### src/rtl/aac_pkg.sv
// Package for access attribute and coherency state logic.
// Assumes a single core clock domain; shared by the main block and its state unit.
package aac_pkg;

	// Attribute set bit positions (write-through, inhibit, coherent, guarded)
	localparam int unsigned ATTR_W_BIT = 3;
	localparam int unsigned ATTR_I_BIT = 2;
	localparam int unsigned ATTR_M_BIT = 1;
	localparam int unsigned ATTR_G_BIT = 0;
	localparam logic [3:0] ATTR_REAL_MODE = 4'h3;

	// L1 data cache state encodings
	localparam logic [2:0] L1_MODIFIED = 3'h6;
	localparam logic [2:0] L1_EXCLUSIVE = 3'h4;
	localparam logic [2:0] L1_SHARED = 3'h5;
	localparam logic [2:0] L1_INVALID = 3'h0;
	localparam int unsigned L1_VALID_BIT = 2;

	// L2 cache state encodings
	localparam logic [1:0] L2_MODIFIED = 2'h3;
	localparam logic [1:0] L2_EXCLUSIVE = 2'h2;
	localparam logic [1:0] L2_SHARED = 2'h1;
	localparam logic [1:0] L2_INVALID = 2'h0;

	// Fetch limit and block state table size
	localparam logic [1:0] FETCH_MAX_OUTSTANDING = 2'h2;
	localparam int unsigned BLOCK_ENTRIES = 16;
	localparam int unsigned BLOCK_IDX_W = 4;

	typedef struct packed {
		logic write_through;
		logic cache_inhibit;
		logic coherent;
		logic guarded;
	} aac_attr_t;

	typedef enum logic [2:0] {
		AAC_EV_NONE,
		AAC_EV_RELOAD,
		AAC_EV_STORE_HIT,
		AAC_EV_CACHE_OP_HIT,
		AAC_EV_SNOOP_CLEAN,
		AAC_EV_SNOOP_INVAL,
		AAC_EV_SNOOP_READ
	} aac_event_t;

	typedef struct packed {
		aac_event_t kind;
		logic [3:0] idx;
		logic store_miss;
		logic load_miss;
		logic from_l2;
		logic shared_resp;
		logic l2_src_shared;
		logic write_back;
	} aac_cevent_t;

endpackage

### src/rtl/aac_state_unit.sv
// State store for L1 data and L2 cache blocks, with set and clear conditions.
// Assumes one event per cycle from the main block, on the core clock.
module aac_state_unit (
	input wire logic ref_clk,
	input wire logic arst_n,
	input wire aac_pkg::aac_cevent_t ev,
	input wire logic [aac_pkg::BLOCK_IDX_W-1:0] rd_idx,
	output logic [2:0] l1_state_q,
	output logic [1:0] l2_state_q
);
	logic [2:0] l1_mem [aac_pkg::BLOCK_ENTRIES];
	logic [1:0] l2_mem [aac_pkg::BLOCK_ENTRIES];
	logic [2:0] l1_d;
	logic [1:0] l2_d;
	logic [2:0] cur_l1;
	logic [1:0] cur_l2;

	function automatic logic l1_valid(input logic [2:0] s);
		return s[aac_pkg::L1_VALID_BIT];
	endfunction

	assign cur_l1 = l1_mem[ev.idx];
	assign cur_l2 = l2_mem[ev.idx];

	always_comb begin
		l1_d = cur_l1;
		l2_d = cur_l2;
		case (ev.kind)
			aac_pkg::AAC_EV_RELOAD: begin
				if (ev.store_miss) begin
					l1_d = aac_pkg::L1_MODIFIED;
					l2_d = aac_pkg::L2_MODIFIED;
				end else if (ev.load_miss && ((!ev.from_l2 && ev.shared_resp) ||
						(ev.from_l2 && ev.l2_src_shared))) begin
					l1_d = aac_pkg::L1_SHARED;
					if (!ev.from_l2)
						l2_d = aac_pkg::L2_SHARED;
				end else begin
					l1_d = aac_pkg::L1_EXCLUSIVE;
					if (!ev.from_l2)
						l2_d = aac_pkg::L2_EXCLUSIVE;
				end
			end
			aac_pkg::AAC_EV_STORE_HIT: begin
				if (ev.write_back && l1_valid(cur_l1)) begin
					if (cur_l1 != aac_pkg::L1_SHARED)
						l1_d = aac_pkg::L1_MODIFIED;
					else
						l1_d = aac_pkg::L1_INVALID;
				end
			end
			aac_pkg::AAC_EV_CACHE_OP_HIT: begin
				l1_d = aac_pkg::L1_INVALID;
				l2_d = aac_pkg::L2_INVALID;
			end
			aac_pkg::AAC_EV_SNOOP_CLEAN: begin
				if (l1_valid(cur_l1) && cur_l1 != aac_pkg::L1_SHARED)
					l1_d = aac_pkg::L1_SHARED;
				if (cur_l2 == aac_pkg::L2_MODIFIED || cur_l2 == aac_pkg::L2_EXCLUSIVE)
					l2_d = aac_pkg::L2_SHARED;
			end
			aac_pkg::AAC_EV_SNOOP_INVAL: begin
				l1_d = aac_pkg::L1_INVALID;
				l2_d = aac_pkg::L2_INVALID;
			end
			aac_pkg::AAC_EV_SNOOP_READ: begin
				if (cur_l1 == aac_pkg::L1_MODIFIED || cur_l1 == aac_pkg::L1_EXCLUSIVE)
					l1_d = aac_pkg::L1_SHARED;
				if (cur_l2 == aac_pkg::L2_MODIFIED || cur_l2 == aac_pkg::L2_EXCLUSIVE)
					l2_d = aac_pkg::L2_SHARED;
			end
			default: begin
				l1_d = cur_l1;
				l2_d = cur_l2;
			end
		endcase
	end

	// Each level keeps its own state independently
	always_ff @(posedge ref_clk or negedge arst_n) begin
		if (!arst_n) begin
			for (int i = 0; i < aac_pkg::BLOCK_ENTRIES; i++) begin
				l1_mem[i] <= aac_pkg::L1_INVALID;
				l2_mem[i] <= aac_pkg::L2_INVALID;
			end
		end else if (ev.kind != aac_pkg::AAC_EV_NONE) begin
			l1_mem[ev.idx] <= l1_d;
			l2_mem[ev.idx] <= l2_d;
		end
	end

	always_ff @(posedge ref_clk or negedge arst_n) begin
		if (!arst_n) begin
			l1_state_q <= aac_pkg::L1_INVALID;
			l2_state_q <= aac_pkg::L2_INVALID;
		end else begin
			l1_state_q <= l1_mem[rd_idx];
			l2_state_q <= l2_mem[rd_idx];
		end
	end
endmodule

### src/rtl/aac_core.sv
// Access attribute handling, guarded fetch/load gating and coherency events.
// Assumes requests come from core logic on ref_clk; strobes are single-cycle.
//
// Behaviour
// - Translation off forces attributes to 0011
// - Block-translated fetches are always unguarded
// - Coherent attribute selects global bus transaction
// - Translated guarded fetch raises storage fault
// - Untranslated guarded fetch needs cache/page locality
// - At most two fetches outstanding
// - Stores issue only when execution requires them
// - Guarded inhibited stores never gathered
// - Guarded load reorders only if cached/certain
// - Speculation disable holds fetches and loads
// - Uncached guarded load waits for oldest, loads drained
// - Own bus transactions are snooped, conditional stores retried
// - L1 state: 110 M, 100 E, 101 S
// - L2 state: 11 M, 10 E, 01 S
// - Store miss reload or write-back store hit to exclusive modifies
// - Unshared reload enters exclusive
// - Shared-indicated load reload enters shared
// - Snoops and cache ops leave modified/exclusive
// - L1 and L2 states held independently
module aac_core (
	input wire logic ref_clk,
	input wire logic arst_n,
	input wire logic instr_translate_enable,
	input wire logic data_translate_enable,
	input wire logic speculation_disable,
	// Instruction fetch request
	input wire logic fetch_req,
	input wire aac_pkg::aac_attr_t fetch_attr,
	input wire logic fetch_via_block,
	input wire logic fetch_in_icache,
	input wire logic fetch_same_page,
	input wire logic fetch_next_page,
	input wire logic fetch_required,
	input wire logic fetch_done,
	output logic fetch_issue,
	output logic fetch_stall,
	output logic instr_storage_fault_q,
	output logic fetch_global_q,
	output aac_pkg::aac_attr_t fetch_attr_q,
	// Data load request
	input wire logic load_req,
	input wire aac_pkg::aac_attr_t load_attr,
	input wire logic load_in_dcache,
	input wire logic load_certain,
	input wire logic load_oldest,
	input wire logic load_data_return,
	output logic load_issue,
	output logic load_stall,
	output logic load_block_fill_q,
	output logic load_global_q,
	output aac_pkg::aac_attr_t load_attr_q,
	// Data store request
	input wire logic store_req,
	input wire aac_pkg::aac_attr_t store_attr,
	input wire logic store_required,
	output logic store_issue,
	output logic store_stall,
	output logic store_gather_ok_q,
	output logic store_global_q,
	// Own bus transactions and snoops
	input wire logic bus_tx_valid,
	input wire logic bus_tx_own,
	input wire logic bus_tx_cond_store,
	input wire logic bus_tx_collision,
	output logic snoop_retry_q,
	// Coherency events
	input wire aac_pkg::aac_cevent_t cache_event,
	input wire logic [aac_pkg::BLOCK_IDX_W-1:0] state_rd_idx,
	output logic [2:0] l1_state_q,
	output logic [1:0] l2_state_q
);
	aac_pkg::aac_attr_t fetch_eff;
	aac_pkg::aac_attr_t load_eff;
	aac_pkg::aac_attr_t store_eff;
	logic [1:0] fetch_out_q;
	logic [1:0] fetch_out_d;
	logic [3:0] load_out_q;
	logic [3:0] load_out_d;
	logic fetch_ok;
	logic fetch_fault;
	logic load_ok;
	logic snoop_retry_d;

	// Real mode overrides page and block attributes
	function automatic aac_pkg::aac_attr_t eff_attr(input logic xlate_on,
			input aac_pkg::aac_attr_t a);
		if (!xlate_on)
			return aac_pkg::aac_attr_t'(aac_pkg::ATTR_REAL_MODE);
		return a;
	endfunction

	always_comb begin
		fetch_eff = eff_attr(instr_translate_enable, fetch_attr);
		if (instr_translate_enable && fetch_via_block)
			fetch_eff.guarded = 1'b0;
	end

	assign load_eff = eff_attr(data_translate_enable, load_attr);
	assign store_eff = eff_attr(data_translate_enable, store_attr);

	// Fetch gating
	always_comb begin
		fetch_fault = fetch_req && instr_translate_enable && fetch_eff.guarded;
		fetch_ok = 1'b1;
		if (fetch_eff.guarded && !instr_translate_enable)
			fetch_ok = fetch_in_icache || fetch_same_page || fetch_next_page;
		if (speculation_disable && !fetch_required)
			fetch_ok = 1'b0;
		if (fetch_out_q >= aac_pkg::FETCH_MAX_OUTSTANDING && !fetch_in_icache)
			fetch_ok = 1'b0;
		if (fetch_fault)
			fetch_ok = 1'b0;
	end

	assign fetch_issue = fetch_req && fetch_ok;
	assign fetch_stall = fetch_req && !fetch_ok && !fetch_fault;

	always_comb begin
		fetch_out_d = fetch_out_q;
		if (fetch_issue && !fetch_in_icache && !fetch_done)
			fetch_out_d = fetch_out_q + 2'h1;
		else if (!(fetch_issue && !fetch_in_icache) && fetch_done && fetch_out_q != 2'h0)
			fetch_out_d = fetch_out_q - 2'h1;
	end

	always_ff @(posedge ref_clk or negedge arst_n) begin
		if (!arst_n)
			fetch_out_q <= 2'h0;
		else
			fetch_out_q <= fetch_out_d;
	end

	always_ff @(posedge ref_clk or negedge arst_n) begin
		if (!arst_n) begin
			instr_storage_fault_q <= 1'b0;
			fetch_global_q <= 1'b0;
			fetch_attr_q <= '0;
		end else begin
			instr_storage_fault_q <= fetch_fault;
			if (fetch_issue) begin
				fetch_global_q <= fetch_eff.coherent;
				fetch_attr_q <= fetch_eff;
			end
		end
	end

	// Load gating
	always_comb begin
		load_ok = 1'b1;
		if (load_eff.guarded && !load_in_dcache) begin
			if (!load_certain)
				load_ok = 1'b0;
			if (!load_oldest || load_out_q != 4'h0)
				load_ok = 1'b0;
		end
		if (speculation_disable && !load_certain && !load_in_dcache)
			load_ok = 1'b0;
	end

	assign load_issue = load_req && load_ok;
	assign load_stall = load_req && !load_ok;

	always_comb begin
		load_out_d = load_out_q;
		if (load_issue && !load_in_dcache && !load_data_return)
			load_out_d = load_out_q + 4'h1;
		else if (!(load_issue && !load_in_dcache) && load_data_return && load_out_q != 4'h0)
			load_out_d = load_out_q - 4'h1;
	end

	always_ff @(posedge ref_clk or negedge arst_n) begin
		if (!arst_n)
			load_out_q <= 4'h0;
		else
			load_out_q <= load_out_d;
	end

	always_ff @(posedge ref_clk or negedge arst_n) begin
		if (!arst_n) begin
			load_block_fill_q <= 1'b0;
			load_global_q <= 1'b0;
			load_attr_q <= '0;
		end else if (load_issue) begin
			load_block_fill_q <= load_eff.guarded && load_certain &&
				!load_eff.cache_inhibit;
			load_global_q <= load_eff.coherent;
			load_attr_q <= load_eff;
		end
	end

	// Stores: never speculative, loads may bypass them
	assign store_issue = store_req && store_required;
	assign store_stall = store_req && !store_required;

	always_ff @(posedge ref_clk or negedge arst_n) begin
		if (!arst_n) begin
			store_gather_ok_q <= 1'b0;
			store_global_q <= 1'b0;
		end else if (store_issue) begin
			store_gather_ok_q <= !(store_eff.guarded && store_eff.cache_inhibit);
			store_global_q <= store_eff.coherent;
		end
	end

	// Self-snoop: own conditional store broadcasts can be retried
	assign snoop_retry_d = bus_tx_valid && bus_tx_collision &&
		(!bus_tx_own || bus_tx_cond_store);

	always_ff @(posedge ref_clk or negedge arst_n) begin
		if (!arst_n)
			snoop_retry_q <= 1'b0;
		else
			snoop_retry_q <= snoop_retry_d;
	end

	aac_state_unit u_state (
		.ref_clk(ref_clk),
		.arst_n(arst_n),
		.ev(cache_event),
		.rd_idx(state_rd_idx),
		.l1_state_q(l1_state_q),
		.l2_state_q(l2_state_q)
	);
endmodule

### config.mk
export PLATFORM = sky130hd
export DESIGN_NAME = aac_core
export DESIGN_NICKNAME = d
export VERILOG_FILES = /design/src/rtl/aac_pkg.sv /design/src/rtl/aac_state_unit.sv /design/src/rtl/aac_core.sv
export SDC_FILE = /design/constraint.sdc
export NUM_CORES = 1
export LEC_CHECK = 0
export BUFFER_PORTS_ARGS = -buffer_cell sky130_fd_sc_hd__buf_4
export CAP_MARGIN = 10
export CORE_UTILIZATION = 42
export CTS_CLUSTER_DIAMETER = 120
export DETAILED_ROUTE_END_ITERATION = 10
export GPL_TIMING_DRIVEN = 0
export PLACE_DENSITY = 0.62
export SYNTH_ARGS = -nofsm -noshare
export SYNTH_HDL_FRONTEND = slang
export SYNTH_SLANG_ARGS = --single-unit
export TNS_END_PERCENT = 5
### constraint.sdc
create_clock -name ref_clk -period 2.5 [get_ports ref_clk]
set_input_delay 0.375 -clock ref_clk [delete_from_list [all_inputs] [get_ports ref_clk]]
set_output_delay 0.375 -clock ref_clk [all_outputs]
set_load 0.03 [all_outputs]
== Word-level counts from Yosys, hierarchy flattened ==
Index checks and enable logic that the tools add are counted.
Word-level totals
  latch bits: 0
  memory bits (writable): 0
  memories kept: 0
  bits of input ports: 52
  logic and storage cells: 184
  output and inout port bits: 26
  ROM bits: 0
  flip-flop bits (word level): 104
Cells by class
  bitwise operators: 2
  multiplexer cells: 47
  equality and inequality tests: 11
  multipliers: 0
  shift-type cells: 0
  $add $sub $neg: 4
  order comparisons: 4
  divide/modulo/power cells: 0
  reductions and logical operators: 67
Operators by type and width (count)
  48-bit bitwise mux: 1
  1-bit logical AND: 35
  3-bit two-way mux: 11
  32-bit bitwise mux: 1
  3-bit binary-select mux with 4-bit select: 2
  2-bit two-way mux: 12
  1-bit zero test: 18
  2-bit binary-select mux with 4-bit select: 2
  4-bit two-way mux: 4
  3-bit == test (second input constant): 5
  3-bit case mux with 5 select lines: 1
  3-bit demux with 4-bit select: 1
  5-bit greater-or-equal comparator (second input constant): 2
  1-bit two-way mux: 10
  4-bit inverter with 5-bit output: 2
  2-bit demux with 4-bit select: 1
  1-bit logical OR: 7
  3-bit by 2-bit == test with 1-bit output (second input constant): 2
  2-bit case mux with 3 select lines: 1
  2-bit nonzero test: 3
  5-bit by 1-bit less-than comparator with 1-bit output (second input constant): 1
  4-bit by 1-bit adder with 4-bit output (second input constant): 1
  2-bit == test (second input constant): 2
  4-bit nonzero test: 1
  8 further kinds: 9

== Depth between registers and ports, before layout ==
  depth in word-level cells: 14
  depth in mapped cells: 10
  gate-level depth less buffers: 10

== Hierarchy ==
Synthesis repeated with hierarchy kept, for this count alone.
Second synthesis, totals
  cells, all modules: 476
  area total of the unflattened synthesis: 5805.6 µm²
Modules (own cells, without submodules)
  aac_state_unit: area each 4779.6 µm², sequential area each 2127.0 µm², cells each 368, instances 1
  aac_core: area each 1026.0 µm², sequential area each 475.5 µm², cells each 108, instances 1

== Worst setup path after synthesis ==
Ideal clock, no wire load.
  kind: register to register
  from: register load_out_q[1]
  to: register load_out_q[3]
  buffers on the path: 0
  stages on the path, launching flop included: 11
  setup time: 0.123 ns
  setup slack: -0.217 ns
  arrival: 2.595 ns
  cells stage by stage: dfrtp_1 -> or4_1 -> o21ai_0 -> nand4b_1 -> or2_2 -> ha_1 -> a21o_1 -> a21oi_1 -> nor2b_1 -> mux2i_1 -> xnor2_1
Between the ends
  cells in the longest elaborated chain, start to end: 11
  elaborated cells on any way between the ends: 16
Ends and longest elaborated chain
  start: declaration: line aac_core.sv:81  | logic [3:0] load_out_q;
  start signal: assignment: line aac_core.sv:179  | load_out_q <= load_out_d;
  4-bit nonzero test: line aac_core.sv:157, aac_core.sv:171
  1-bit logical OR: line aac_core.sv:157  | if (!load_oldest || load_out_q != 4'h0)
  1-bit two-way mux: line aac_core.sv:157
  1-bit two-way mux: line aac_core.sv:154  | if (load_eff.guarded && !load_in_dcache) begin
  1-bit two-way mux: line aac_core.sv:160  | if (speculation_disable && !load_certain && !load_in_dcache)
  1-bit logical AND: line aac_core.sv:164  | assign load_issue = load_req && load_ok;
  1-bit logical AND: line aac_core.sv:169, aac_core.sv:171
  1-bit zero test: line aac_core.sv:171  | else if (!(load_issue && !load_in_dcache) && load_data_return && load_out_q != 4'h0)
  1-bit logical AND (2 in a row): line aac_core.sv:171
  2-bit nonzero test (no source line)
Several ways; a longest one is shown, not always the timed one. The select of a mux whose other input is x is not followed.
A chain may end at the register's enable or synchronous reset.

== Worst setup path after layout ==
  from: register load_out_q[2]
  to: register load_out_q[3]
The elaborated chain is that of the path after synthesis.

==> flow_summary.json <==
{
  "die_area_mm2": 0.01399,
  "power.density_mw_per_mm2": 872.8,
  "cap_viol_max_count": 0,
  "power_switching_w": 0.001827,
  "worst_pin_slew_ns": 1.217,
  "rsz0062_at_grt": "true",
  "core_area_mm2": 0.01319,
  "ir_drop_v": 0.0004054,
  "critPathArrivalTime_ns": 2.75,
  "syn_area_mm2": 0.005680,
  "io_buffers": 71,
  "failed_checks": "setup timing",
  "cts-root-buf": "clkbuf_16",
  "setup_violations": 1,
  "grt_overflow": 0,
  "p_leak_nw": 3.063,
  "clk_pin_slew_ns": 0.07,
  "syn_to_final_growth_pct": 21.74,
  "startpoint_type": "flop",
  "avgSynthCellArea_um2": 12.65,
  "timing.final.ws_setup_ns": -0.001586,
  "crit_required_ns": 2.74,
  "syn_nets": 504,
  "track_usage_pct": 22.16,
  "synth_edf_count": 0,
  "rrSetupSlack_ns": -0.002,
  "max_freq_mhz": 399.7,
  "period_share_pct": 100.1,
  "dp_hpwl_mm": 10.12,
  "ys_warn_count": 0,
  "ys_seq_area_share_pct": 45.81,
  "slew_violations": 0,
  "grt_pass1_wl_mm": 23.48,
  "grt_pass1_vias": 4309,
  "viasPerCell": 5.809,
  "pre_cts_ws_ns": -0.7543,
  "drc": 0,
  "initial_core_util_pct": 43.07,
  "antenna_found_initial": 0,
  "slowest_stage": "or4_4",
  "syn_inst": 449,
  "insertion_delay_ns": 0.36,
  "p_int_w": 0.004209,
  "vias": 4165,
  "grt_max_degree": 65,
  "cts_buffers": 9,
  "fin_skew_ns": 0.01043,
  "critPathKind": "reg2reg",
  "antenna_cells": 0,
  "drt_first_pass_iters": 6,
  "timing.setup.tns_ns": -0.001586,
  "cpPeakStageDelay_ns": 0.55,
  "drt_first_iter_violations": 286,
  "cp_max_fo": 3,
  "p_sw_share_pct": 30.26,
  "hold_violations": 0,
  "drive_gt1_share_pct": 38.63,
  "cts.sinks": 104,
  "end_kind": "flop",
  "globalplace.congestion": 0.8805,
  "combPwrFrac_pct": 31.0,
  "ys_types": 52,
  "fp-row-count": 42,
  "dieHeight_um": 118.3,
  "fin_crit_ns": 2.502,
  "seq_power_share_pct": 41.4,
  "ios": 78,
  "htreeDepth": 3,
  "die_width_um": 118.3,
  "cts.path.max_buffers": 2,
  "cp_cell_sequence": "or4_4, o21ai_2, nand4b_1, or2_4, ha_4, a21o_1, a21oi_2, nor2b_1, mux2i_1, xnor2_1",
  "status": "finished, violations left",
  "slew_headroom_pct": 18.26,
  "worstHoldPathType": "in2async",
  "fin_nets": 591,
  "cts_tree": "done",
  "finalWirelength_mm": 14.14,
  "ant_nets": 0,
  "wl_per_cell_um": 19.73,
  "clock_power_share_pct": 27.6,
  "ys_seq_elements": 104,
  "ys_async_sr_fraction_pct": 100.0,
  "synth_ff_type": "dfrtp_1",
  "fillers": 1145
}
flip-flops by register name (all words and copies together), names as in the netlist:
name,flops
u_state.l1_state_q,3
fetch_attr_q,4
load_out_q,4
store_global_q,1
load_attr_q,4
store_gather_ok_q,1
instr_storage_fault_q,1
load_block_fill_q,1
fetch_out_q,2
u_state.l1_mem,48
snoop_retry_q,1
u_state.l2_state_q,2
u_state.l2_mem,32
area by class of cell:
class                      count  area, um2  area share [%]
multi-input combinational    309       2945           42.59
sequential                   104       2603           37.63
timing repair buffer          77      598.1           8.648
clock buffer                  12      256.5           3.709
tap                          176      220.2           3.184
buffer                        25      156.4           2.262
clock inverter                 4      98.84           1.429
inverter                      10      37.54          0.5428
metal layers:
layer	vias to the layer above	GRT usage, %	share of wire [%]
li1	1867	-	-
met1	2089	29.31	43
met2	184	36.03	49
met3	25	5.695	6.3
met4	0	6.330	2.0
met5	-	0	0
per-stage QoR:
step | util [%] | hold slack [ns] | power, W | instances | instance area (um2)
floorplan | - | 0.07941 | 0.003733 | 449 | 5699
global placement | 48.92 | 0.4509 | 0.004238 | 696 | 6452
detailed placement | 49.13 | 0.4108 | 0.004329 | 697 | 6480
CTS | 52.16 | 0.02496 | 0.006061 | 715 | 6880
global route | 52.43 | 0.04783 | 0.006366 | 717 | 6915
finish | 52.43 | 0.01108 | 0.006036 | 717 | 6915
cell families (layout without fill, tap and decap cells):
logic type,Yosys count,after routing,share of synthesized area (%)
AOI/OAI and AO/OA,73,73,8.194
xor gates and xnor gates,4,4,0.6169
adders and majority gates,3,3,0.7929
buffers and inverters,36,128,3.326
DFF,104,104,45.82
muxes,101,101,30.70
and+or+nand+nor,128,128,10.55
cells in the mapped netlist, types with 3 or more instances:
library cell  number  area, um2
mux4_2            35      788.3
mux2_2            40      450.4
nor2b_1            8      50.05
dfrtp_1          104       2603
a31oi_1           19      118.9
o21bai_1           3      22.52
buf_4              4      30.03
and3_1             4      25.02
a21oi_1           21      105.1
o21ai_0           13      65.06
nor2_1            54      202.7
clkbuf_1          12      45.04
xnor2_1            3      26.28
nor3_1             5      25.02
buf_2              5      25.02
inv_1             10      37.54
mux2_4            10      150.1
nand3_1           12      60.06
a22oi_1            3      22.52
mux2i_1            4      40.04
mux4_1            12      315.3
nand2_1           23      86.33
nand2b_1           8      50.05
power groups by stage:
stage	clock network, W	logic (W)	registers (W)
floorplan	0	0.00121	0.00253
global placement	0	0.00175	0.00249
detailed placement	0	0.00181	0.00252
CTS	0.00172	0.00185	0.00249
global route	0.00177	0.00203	0.00256
finish	0.00167	0.00187	0.00250
layout by cell type (no fill, tap or decap), types with 7 or more instances in the layout:
cell type,count
dfrtp_1,104
buf_4,80
nor2_1,54
mux2_2,40
mux4_2,35
nand2_1,23
a21oi_1,20
a31oi_1,18
o21ai_0,12
mux4_1,12
nand3_1,11
inv_1,10
mux2_4,10
clkbuf_1,9
clkbuf_16,9
nor2b_1,8
nand2b_1,7
worst max-delay path, delay by kind of cell, from the launching register on:
family                     cells  cell delay (ns)
AOI/OAI and AO/OA              3             0.45
DFF                            1             0.40
muxes                          1             0.10
adders and majority gates      1             0.21
xor gates and xnor gates       1             0.12
and+or+nand+nor                4             1.11
timing repair:
action | CTS | global route
endpoints found under the setup margin | 75 | 44
resized for setup | 7 | 10
setup buffers | 3 | 2
pin swaps | 2 | 3
hold buffers | 0 | 0
worst paths after layout:
check	startpoint	to	cells after the start
max	load_out_q[2]	load_out_q[3]	10
min	arst_n	u_state.l1_mem[39]	1
min in group ref_clk	bus_tx_own	snoop_retry_q	2
max reg2reg	load_out_q[2]	load_out_q[3]	10
max in group asynchronous	arst_n	u_state.l1_mem[23]	2
min reg2reg	fetch_out_q[0]	fetch_out_q[0]	1
Power figures use the tool's default switching activity.
